$ cat config.mk
export PLATFORM = sky130hd
export DESIGN_NAME = asp_host
export DESIGN_NICKNAME = d
export VERILOG_FILES = /design/src/hdl/asp_pkg.sv /design/src/hdl/asp_host.sv /design/src/hdl/asp_timer.sv
export SDC_FILE = /design/constraint.sdc
export NUM_CORES = 1
export LEC_CHECK = 0
export BUFFER_PORTS_ARGS = -buffer_cell sky130_fd_sc_hd__buf_2
export CAP_MARGIN = 20
export CORE_ASPECT_RATIO = 1.75
export CORE_MARGIN = 2
export CORE_UTILIZATION = 25
export CTS_BUF_LIST = sky130_fd_sc_hd__clkbuf_4 sky130_fd_sc_hd__clkbuf_8 sky130_fd_sc_hd__clkbuf_16
export DETAILED_ROUTE_END_ITERATION = 8
export PLACE_DENSITY = 0.52
export SLEW_MARGIN = 20
export SYNTH_ARGS = -nofsm -noshare
export SYNTH_HDL_FRONTEND = slang
export SYNTH_SLANG_ARGS = --single-unit
export TNS_END_PERCENT = 100
$ cat constraint.sdc
create_clock -name core_clk -period 2.26 [get_ports core_clk]
set_input_delay 0.226 -clock core_clk [delete_from_list [all_inputs] [get_ports core_clk]]
set_output_delay 0.226 -clock core_clk [all_outputs]
set_load 0.01 [all_outputs]
$ cat src/hdl/asp_pkg.sv
// Constants, state codes and cycle arithmetic for the asynchronous SRAM access port host.
package asp_pkg;

  // Clock period of core_clk in picoseconds.
  localparam int CLK_PERIOD_PS = 4000;

  // Read timing in picoseconds, fast grade then slow grade.
  localparam int ADDRESS_ACCESS_TIME_FAST_PS = 20000;
  localparam int ADDRESS_ACCESS_TIME_SLOW_PS = 25000;
  localparam int SELECT_ACCESS_TIME_FAST_PS  = 20000;
  localparam int SELECT_ACCESS_TIME_SLOW_PS  = 25000;
  localparam int READ_CYCLE_MIN_FAST_PS      = 20000;
  localparam int READ_CYCLE_MIN_SLOW_PS      = 25000;
  localparam int WAKE_ACCESS_TIME_PS         = 25000;
  localparam int OUTPUT_ENABLE_ACCESS_PS     = 5000;

  // Write timing in picoseconds, fast grade then slow grade.
  localparam int WRITE_PULSE_MIN_FAST_PS     = 15000;
  localparam int WRITE_PULSE_MIN_SLOW_PS     = 25000;
  localparam int SELECT_TO_END_FAST_PS       = 16000;
  localparam int SELECT_TO_END_SLOW_PS       = 20000;
  localparam int SLEEP_TO_END_PS             = 25000;
  localparam int WDATA_SETUP_TO_END_FAST_PS  = 12000;
  localparam int WDATA_SETUP_TO_END_SLOW_PS  = 15000;
  localparam int WADDR_SETUP_TO_END_FAST_PS  = 20000;
  localparam int WADDR_SETUP_TO_END_SLOW_PS  = 25000;
  localparam int WRITE_START_TO_FLOAT_PS     = 6000;
  localparam int WRITE_END_TO_DRIVE_PS       = 6000;
  localparam int WRITE_RECOVERY_MIN_PS       = 5000;

  // Documented pin widths.
  localparam int ADDR_WIDTH = 19;
  localparam int DATA_WIDTH = 8;

  // Width of the shared cycle timer.
  localparam int TIMER_WIDTH = 8;

  // One-hot sequencer states.
  typedef enum logic [6:0] {
    ST_IDLE   = 7'h01,
    ST_READ   = 7'h02,
    ST_WPULSE = 7'h04,
    ST_WHOLD  = 7'h08,
    ST_WREC   = 7'h10,
    ST_SLEEP  = 7'h20,
    ST_WAKE   = 7'h40
  } asp_state_t;

  // Least number of whole cycles covering a minimum time, never below one.
  function automatic int cyc_min(input int ps);
    int c;
    c = (ps + CLK_PERIOD_PS - 1) / CLK_PERIOD_PS;
    return (c < 1) ? 1 : c;
  endfunction

  // Larger of two cycle counts.
  function automatic int cyc_max(input int a, input int b);
    return (a > b) ? a : b;
  endfunction

endpackage

$ cat src/hdl/asp_host.sv
// Host sequencer that drives an asynchronous 512K x 8 SRAM through its pins.
`timescale 1ns/1ps
module asp_host
  import asp_pkg::*;
#(
  parameter int ADDR_W          = ADDR_WIDTH,
  parameter int DATA_W          = DATA_WIDTH,
  parameter bit FAST_GRADE      = 1'b1,
  parameter bit SLEEP_SUPPORTED = 1'b1
) (
  input  wire logic              core_clk,
  input  wire logic              rst_n,
  input  wire logic              ce,
  // User request side.
  input  wire logic              req_valid,
  input  wire logic              req_write,
  input  wire logic [ADDR_W-1:0] req_addr,
  input  wire logic [DATA_W-1:0] req_wdata,
  output logic                   req_ready,
  output logic                   rsp_valid,
  output logic      [DATA_W-1:0] rsp_rdata,
  input  wire logic              sleep_req,
  output logic                   asleep,
  // SRAM pins.
  output logic      [ADDR_W-1:0] sram_addr,
  output logic                   chip_select_low,
  output logic                   sleep_control,
  output logic                   write_strobe_low,
  output logic                   output_drive_enable_low,
  input  wire logic [DATA_W-1:0] dq_in,
  output logic      [DATA_W-1:0] dq_out,
  output logic                   dq_oe_n
);

  // Phase lengths in cycles; read and write pulse lengths depend on the grade.
  localparam int RD_ACCESS = cyc_max(
    cyc_min(FAST_GRADE ? ADDRESS_ACCESS_TIME_FAST_PS : ADDRESS_ACCESS_TIME_SLOW_PS),
    cyc_min(FAST_GRADE ? SELECT_ACCESS_TIME_FAST_PS : SELECT_ACCESS_TIME_SLOW_PS));
  // One extra cycle of margin before sampling the data pins.
  localparam int RD_CYC = cyc_max(RD_ACCESS,
    cyc_min(FAST_GRADE ? READ_CYCLE_MIN_FAST_PS : READ_CYCLE_MIN_SLOW_PS)) + 1;
  localparam int FLOAT_CYC = cyc_max(cyc_min(WRITE_START_TO_FLOAT_PS),
                                     cyc_min(OUTPUT_ENABLE_ACCESS_PS) - 1);
  localparam int WP_A = cyc_max(
    cyc_min(FAST_GRADE ? WRITE_PULSE_MIN_FAST_PS : WRITE_PULSE_MIN_SLOW_PS),
    cyc_min(FAST_GRADE ? SELECT_TO_END_FAST_PS : SELECT_TO_END_SLOW_PS));
  localparam int WP_B = cyc_max(
    cyc_min(FAST_GRADE ? WADDR_SETUP_TO_END_FAST_PS : WADDR_SETUP_TO_END_SLOW_PS),
    FLOAT_CYC + cyc_min(FAST_GRADE ? WDATA_SETUP_TO_END_FAST_PS
                                   : WDATA_SETUP_TO_END_SLOW_PS));
  localparam int WP_CYC = cyc_max(WP_A, WP_B);
  // Strobe stays high one hold cycle plus this many recovery cycles.
  localparam int REC_CYC = cyc_max(cyc_min(WRITE_RECOVERY_MIN_PS),
                                   cyc_min(WRITE_END_TO_DRIVE_PS));
  localparam int WAKE_CYC = cyc_max(cyc_min(WAKE_ACCESS_TIME_PS), cyc_min(SLEEP_TO_END_PS));

  // Timer reload values sized to the timer.
  localparam logic [TIMER_WIDTH-1:0] LD_READ = TIMER_WIDTH'(RD_CYC - 1);
  localparam logic [TIMER_WIDTH-1:0] LD_WP   = TIMER_WIDTH'(WP_CYC - 1);
  localparam logic [TIMER_WIDTH-1:0] LD_REC  = TIMER_WIDTH'(REC_CYC - 1);
  localparam logic [TIMER_WIDTH-1:0] LD_WAKE = TIMER_WIDTH'(WAKE_CYC - 1);
  localparam logic [TIMER_WIDTH-1:0] DRIVE_AT = TIMER_WIDTH'(WP_CYC - FLOAT_CYC);

  // Refuse shapes that the pins or the timer cannot serve.
  initial begin
    if (ADDR_W < 1 || ADDR_W > 32 || DATA_W < 1) begin
      $error("asp_host: unsupported address or data width");
    end
    if (WAKE_CYC >= (1 << TIMER_WIDTH) || RD_CYC >= (1 << TIMER_WIDTH)) begin
      $error("asp_host: phase length exceeds the timer");
    end
  end

  asp_state_t state;       // Current sequencer state.
  asp_state_t next_state;  // State for the next enabled edge.

  logic [TIMER_WIDTH-1:0] tmr_count;  // Cycles left in the current phase.
  logic                   tmr_done;   // Phase time has elapsed.

  // Sleep is only exercised on variants that have the pin function.
  wire sleep_ok = SLEEP_SUPPORTED & sleep_req;
  wire accept   = (state == ST_IDLE) & req_valid & req_ready;
  wire acc_rd   = accept & ~req_write;
  wire acc_wr   = accept & req_write;
  wire rd_end   = (state == ST_READ) & tmr_done;
  wire wp_end   = (state == ST_WPULSE) & tmr_done;
  wire go_sleep = (state == ST_IDLE) & ~req_valid & sleep_ok;
  wire go_wake  = (state == ST_SLEEP) & ~sleep_ok;
  wire to_wrec  = (state == ST_WHOLD);
  // Write data goes out only after the device has surely floated its drivers.
  wire drive_on = (state == ST_WPULSE) & (tmr_count == DRIVE_AT);

  // Timer load and reload value chosen by the entered phase.
  wire                   tmr_load = accept | to_wrec | go_wake;
  wire [TIMER_WIDTH-1:0] tmr_val  = acc_rd  ? LD_READ :
                                    acc_wr  ? LD_WP   :
                                    to_wrec ? LD_REC  : LD_WAKE;

  // Next-state selection; read, write pulse, recovery and wake end on the timer.
  always_comb begin
    next_state = state;
    unique case (state)
      ST_IDLE: begin
        if (acc_rd) begin
          next_state = ST_READ;
        end else if (acc_wr) begin
          next_state = ST_WPULSE;
        end else if (go_sleep) begin
          next_state = ST_SLEEP;
        end
      end
      ST_READ:   if (tmr_done) next_state = ST_IDLE;
      ST_WPULSE: if (tmr_done) next_state = ST_WHOLD;
      ST_WHOLD:  next_state = ST_WREC;
      ST_WREC:   if (tmr_done) next_state = ST_IDLE;
      ST_SLEEP:  if (go_wake) next_state = ST_WAKE;
      ST_WAKE:   if (tmr_done) next_state = ST_IDLE;
      default:   next_state = ST_WAKE;
    endcase
  end

  // Shared phase timer; reset starts a full wake wait after power-up.
  asp_timer #(
    .WIDTH     (TIMER_WIDTH),
    .RESET_VAL (LD_WAKE)
  ) u_timer (
    .core_clk (core_clk),
    .rst_n    (rst_n),
    .ce       (ce),
    .load     (tmr_load),
    .load_val (tmr_val),
    .count    (tmr_count),
    .done     (tmr_done)
  );

  // Pin-level next values, all registered below.
  // Select stays low from a finished read into an idle cycle that takes another read.
  wire next_cs_low = acc_rd | acc_wr | (state == ST_READ) | (state == ST_WPULSE) |
                     (state == ST_WHOLD) |
                     ((state == ST_IDLE) & ~chip_select_low & req_valid);
  // Sleep control is high everywhere except the sleep state.
  wire next_sleep = ~(go_sleep | ((state == ST_SLEEP) & ~go_wake));
  wire next_we_low = acc_wr | ((state == ST_WPULSE) & ~tmr_done);
  // Device drivers are opened only during a read, never around a write.
  wire next_oe_low = acc_rd | ((state == ST_READ) & ~tmr_done);
  wire next_dq_oe_n = ~(drive_on | (~dq_oe_n & ~to_wrec));

  // Sequencer state and ready; ready is registered from the next state, so it is high exactly while the state is idle.
  always_ff @(posedge core_clk or negedge rst_n) begin
    if (!rst_n) begin
      state     <= ST_WAKE;
      req_ready <= 1'b0;
      asleep    <= 1'b0;
    end else if (ce) begin
      state     <= next_state;
      req_ready <= (next_state == ST_IDLE);
      asleep    <= (next_state == ST_SLEEP);
    end
  end

  // Control pins idle deselected with the device drivers shut.
  always_ff @(posedge core_clk or negedge rst_n) begin
    if (!rst_n) begin
      chip_select_low         <= 1'b1;
      sleep_control           <= 1'b1;
      write_strobe_low        <= 1'b1;
      output_drive_enable_low <= 1'b1;
      dq_oe_n                 <= 1'b1;
    end else if (ce) begin
      chip_select_low         <= ~next_cs_low;
      sleep_control           <= next_sleep;
      write_strobe_low        <= ~next_we_low;
      output_drive_enable_low <= ~next_oe_low;
      dq_oe_n                 <= next_dq_oe_n;
    end
  end

  // Address and write data change only on acceptance, so they hold through the write.
  always_ff @(posedge core_clk or negedge rst_n) begin
    if (!rst_n) begin
      sram_addr <= '0;
      dq_out    <= '0;
    end else if (ce && accept) begin
      sram_addr <= req_addr;
      dq_out    <= req_wdata;
    end
  end

  // Sample at the end of the read phase, past the slower of address and select access.
  always_ff @(posedge core_clk or negedge rst_n) begin
    if (!rst_n) begin
      rsp_valid <= 1'b0;
      rsp_rdata <= '0;
    end else if (ce) begin
      rsp_valid <= rd_end;
      if (rd_end) begin
        rsp_rdata <= dq_in;
      end
    end
  end

endmodule

$ cat src/hdl/asp_timer.sv
// Loadable down counter that paces the read, write pulse, recovery and wake phases of the SRAM sequencer.
`timescale 1ns/1ps
module asp_timer
  import asp_pkg::*;
#(
  parameter int                     WIDTH     = TIMER_WIDTH,
  parameter logic [TIMER_WIDTH-1:0] RESET_VAL = 8'h00
) (
  input  wire logic             core_clk,
  input  wire logic             rst_n,
  input  wire logic             ce,
  input  wire logic             load,
  input  wire logic [WIDTH-1:0] load_val,
  output logic      [WIDTH-1:0] count,
  output logic                  done
);

  // Zero detect is combinational so the sequencer can leave on the last cycle.
  assign done = (count == '0);

  // A load wins over counting; the counter rests at zero until reloaded.
  always_ff @(posedge core_clk or negedge rst_n) begin
    if (!rst_n) begin
      count <= RESET_VAL[WIDTH-1:0];
    end else if (ce) begin
      if (load) begin
        count <= load_val;
      end else if (!done) begin
        count <= count - 1'b1;
      end
    end
  end

endmodule

==> impl_metrics.env <==
export IMPL_die_w_um=85.2
export IMPL_dr_total_vias=2266
export IMPL_final_cells=470
export IMPL_nNetsFinal=377
export IMPL_preCtsSetupSlack_ns=0.0485
export IMPL_ant_nets=0
export IMPL_worstHoldPathCells=2
export IMPL_hp_class="in -> reg"
export IMPL_grt_max_degree=50
export IMPL_io_pins=84
export IMPL_layout_setup_ws_ns=0.160
export IMPL_viasPerCell=4.82
export IMPL_fmax_mhz=476
export IMPL_fill_cells=1119
export IMPL_htreeDepth=3
export IMPL_critical_path_max_stage_delay_ns=0.40
export IMPL_finalSetupTns_ns=0
export IMPL_drv_cap=0
export IMPL_rsz0062_at_grt="no"
export IMPL_dp_hpwl_mm=5.55
export IMPL_ys_flop_type="dfrtp_1"
export IMPL_maxSlewHeadroom_pct=61.9
export IMPL_postCtsSetupBuffers=0
export IMPL_period_needed_ns=2.10
export IMPL_antenna_cells=0
export IMPL_synth_nets=276
export IMPL_area_delta_synth_final_pct=33.3
export IMPL_clockBufferDepth=2
export IMPL_cts_tree="yes"
export IMPL_cp_cell_sequence="buf_4 > nor4_1 > and4_1 > or3_1 > o21ai_1 > a22o_1"
export IMPL_netlist_top_cell_by_area="dfrtp_1"
export IMPL_clk_insertion_delay_late_ns=0.32
export IMPL_syn_area_um2=2890
export IMPL_die_area_um2=12500
export IMPL_multi_input_area_um2=1300
export IMPL_gp_congestion=0.822
export IMPL_fin_util_pct=34.4
export IMPL_core_region_area_um2=11200
export IMPL_antenna_found_initial=0
export IMPL_cp_slowest_cell="nor4_1"
export IMPL_synth_top_area_share_pct=43.4
export IMPL_cts_root_buf="clkbuf_16"
export IMPL_firstDrtPassIters=4
export IMPL_place_inst=453
export IMPL_critPathArrivalTime_ns=2.31
export IMPL_p_total_mw=3.22
export IMPL_drt_wl_total_mm=7.48
export IMPL_rrSetupSlack_ns=0.16
export IMPL_setup_viol=0
export IMPL_async_flop_share_pct=100
export IMPL_crit_required_ns=2.47
export IMPL_cp_depth=6
export IMPL_drive_gt1_share_pct=51.5
export IMPL_startpoint="state[1]$_DFFE_PN0P_"
export IMPL_whs_ns=0.130
export IMPL_ys_types=54
export IMPL_num_rows=51
export IMPL_placedInstanceArea_um2=3540
export IMPL_maxSlewViolCount=0
export IMPL_p_per_area_nw_per_um2=837
export IMPL_status="finished clean"
export IMPL_hold_path_end="dq_out[5]$_DFFE_PN0P_"
export IMPL_max_vdd_ir_drop_mv=0.447
export IMPL_grt_pass1_wl_mm=12.4
export IMPL_fin_crit_sh_pct=92.9
export IMPL_tightest_slew_ns=0.557
export IMPL_hold_violations=0
export IMPL_clock_skew_ns=0.00575
export IMPL_hold_start="req_wdata[5]"
export IMPL_drt_initial_drc_count=97
export IMPL_initial_core_util_pct=25.8
export IMPL_dieHeight_um=146
export IMPL_drc=0
export IMPL_numCtsBuffers=9
export IMPL_reg2reg_from="state[1]$_DFFE_PN0P_"
export IMPL_syn_inst=232
export IMPL_area_sequential_um2=1460
export IMPL_synthTopCellsByArea="dfrtp_1 (43%), mux2_4 (10%), dfstp_2 (7.3%), mux2_2 (5.9%), o21ai_0 (2.3%)"
export IMPL_clkTransAtPathRegs_ns=0.05
export IMPL_crit_type="reg -> reg"
export IMPL_crit_family="simple AND/OR/NAND/NOR gates"
export IMPL_track_usage_pct=12.9
export IMPL_crit_path_start_kind="register"
export IMPL_synth_edf_count=0
export IMPL_path_buf_inv=1
export IMPL_grt_pass1_vias=2456
export IMPL_cts_num_sinks=58
export IMPL_final_area_um2=3840
export IMPL_syn_area_per_cell_um2=12.4
export IMPL_reg2reg_to="u_timer.count[5]$_DFFE_PN0P_"
export IMPL_critPathMaxFanout=9
export IMPL_port_buffers=83
export IMPL_wl_per_cell_um=15.9
export IMPL_end_kind="register"
export IMPL_ys_warn_count=0
export IMPL_reg2regPathDepth=6
export IMPL_yosysSeqAreaShare_pct=50.7
export IMPL_grt_overflow=0
export IMPL_yosys_register_bits=58
export IMPL_power_leakage_nw=1.98
-- routing by layer --
metal / wire, um / vias to the layer above / GRT usage [%]
met5: 0 / - / 0
met4: 221 / 0 / 6.75
met3: 345 / 18 / 3.62
met2: 4010 / 75 / 22.5
met1: 2900 / 1105 / 13.8
li1: - / 1068 / -
-- placed cells by master, fill, tap and decap left out, drive strengths merged, types with 2 or more instances in the layout --
master / Yosys / layout
a2111oi: 3 / 3
a211oi: 2 / 2
a21oi: 5 / 5
a22o: 4 / 4
a31oi: 2 / 2
and3: 2 / 2
buf: 11 / 102
clkbuf: 2 / 16
dfrtp: 50 / 50
dfstp: 8 / 8
ha: 3 / 3
inv: 8 / 8
mux2: 35 / 35
nand2: 7 / 7
nand2b: 7 / 7
nand3: 2 / 2
nand4: 3 / 3
nor2: 9 / 9
nor3: 10 / 10
nor4: 5 / 5
o211ai: 5 / 5
o21a: 4 / 4
o21ai: 14 / 14
o2bb2ai: 4 / 4
o31ai: 2 / 2
or3: 8 / 8
-- kinds of logic after synthesis --
group	count (synthesis)	share of synthesized area, %
xor+xnor	2	0.607
compound gates	52	12.8
fa+ha+maj	3	1.30
buf+inv	22	4.47
simple gates	60	13.9
flops	58	50.7
mux	35	16.3
-- sequential cells by signal, summed over array words and instances, names as in the netlist, 7 cells and up --
| register | flops |
|---|---|
| dq_out | 8 |
| rsp_rdata | 8 |
| u_timer.count | 8 |
| state | 7 |
| sram_addr | 19 |
-- where the power goes --
part / switching, mW / internal [mW] / total [mW] / leakage, nW
Combinational: 0.342 / 0.296 / 0.638 / 1.06
Sequential: 0.109 / 1.16 / 1.27 / 0.769
Clock: 0.448 / 0.863 / 1.31 / 0.148
Total: 0.899 / 2.32 / 3.22 / 1.98
-- final cells by class --
type | count | area share [%]
clock buffer | 16 | 7.55
sequential | 58 | 38.0
tap | 132 | 4.30
timing repair buffer | 103 | 15.4
multi-input combinational | 152 | 33.8
inverter | 9 | 0.879
-- synthesized netlist by cell type (all sizes together), types with 5 or more instances --
cell,number
o21ai,14
nand2b,7
nor2,9
nor4,5
mux2,35
buf,11
nor3,10
a21oi,5
o211ai,5
or3,8
dfstp,8
nand2,7
inv,8
dfrtp,50
-- worst max path at each step --
stage | end | slack [ns]
4_1_cts | u_timer.count[6]$_DFFE_PN0P_ | 0.03
2_1_floorplan | dq_out[0]$_DFFE_PN0P_ | 0.25
5_1_grt | u_timer.count[5]$_DFFE_PN0P_ | 0.05
3_5_place_dp | u_timer.count[5]$_DFFE_PN0P_ | 0.05
6_report | u_timer.count[5]$_DFFE_PN0P_ | 0.16
3_3_place_gp | u_timer.count[7]$_DFFE_PN0P_ | 0.14
-- timing repair --
item | 4_1_cts | 5_1_grt
setup endpoints to repair | 0 | 8
gates resized for setup | 0 | 2
hold endpoints to repair | 9 | 0
hold buffers | 1 | 0
No activity file was read; power rests on OpenSTA's default activity.
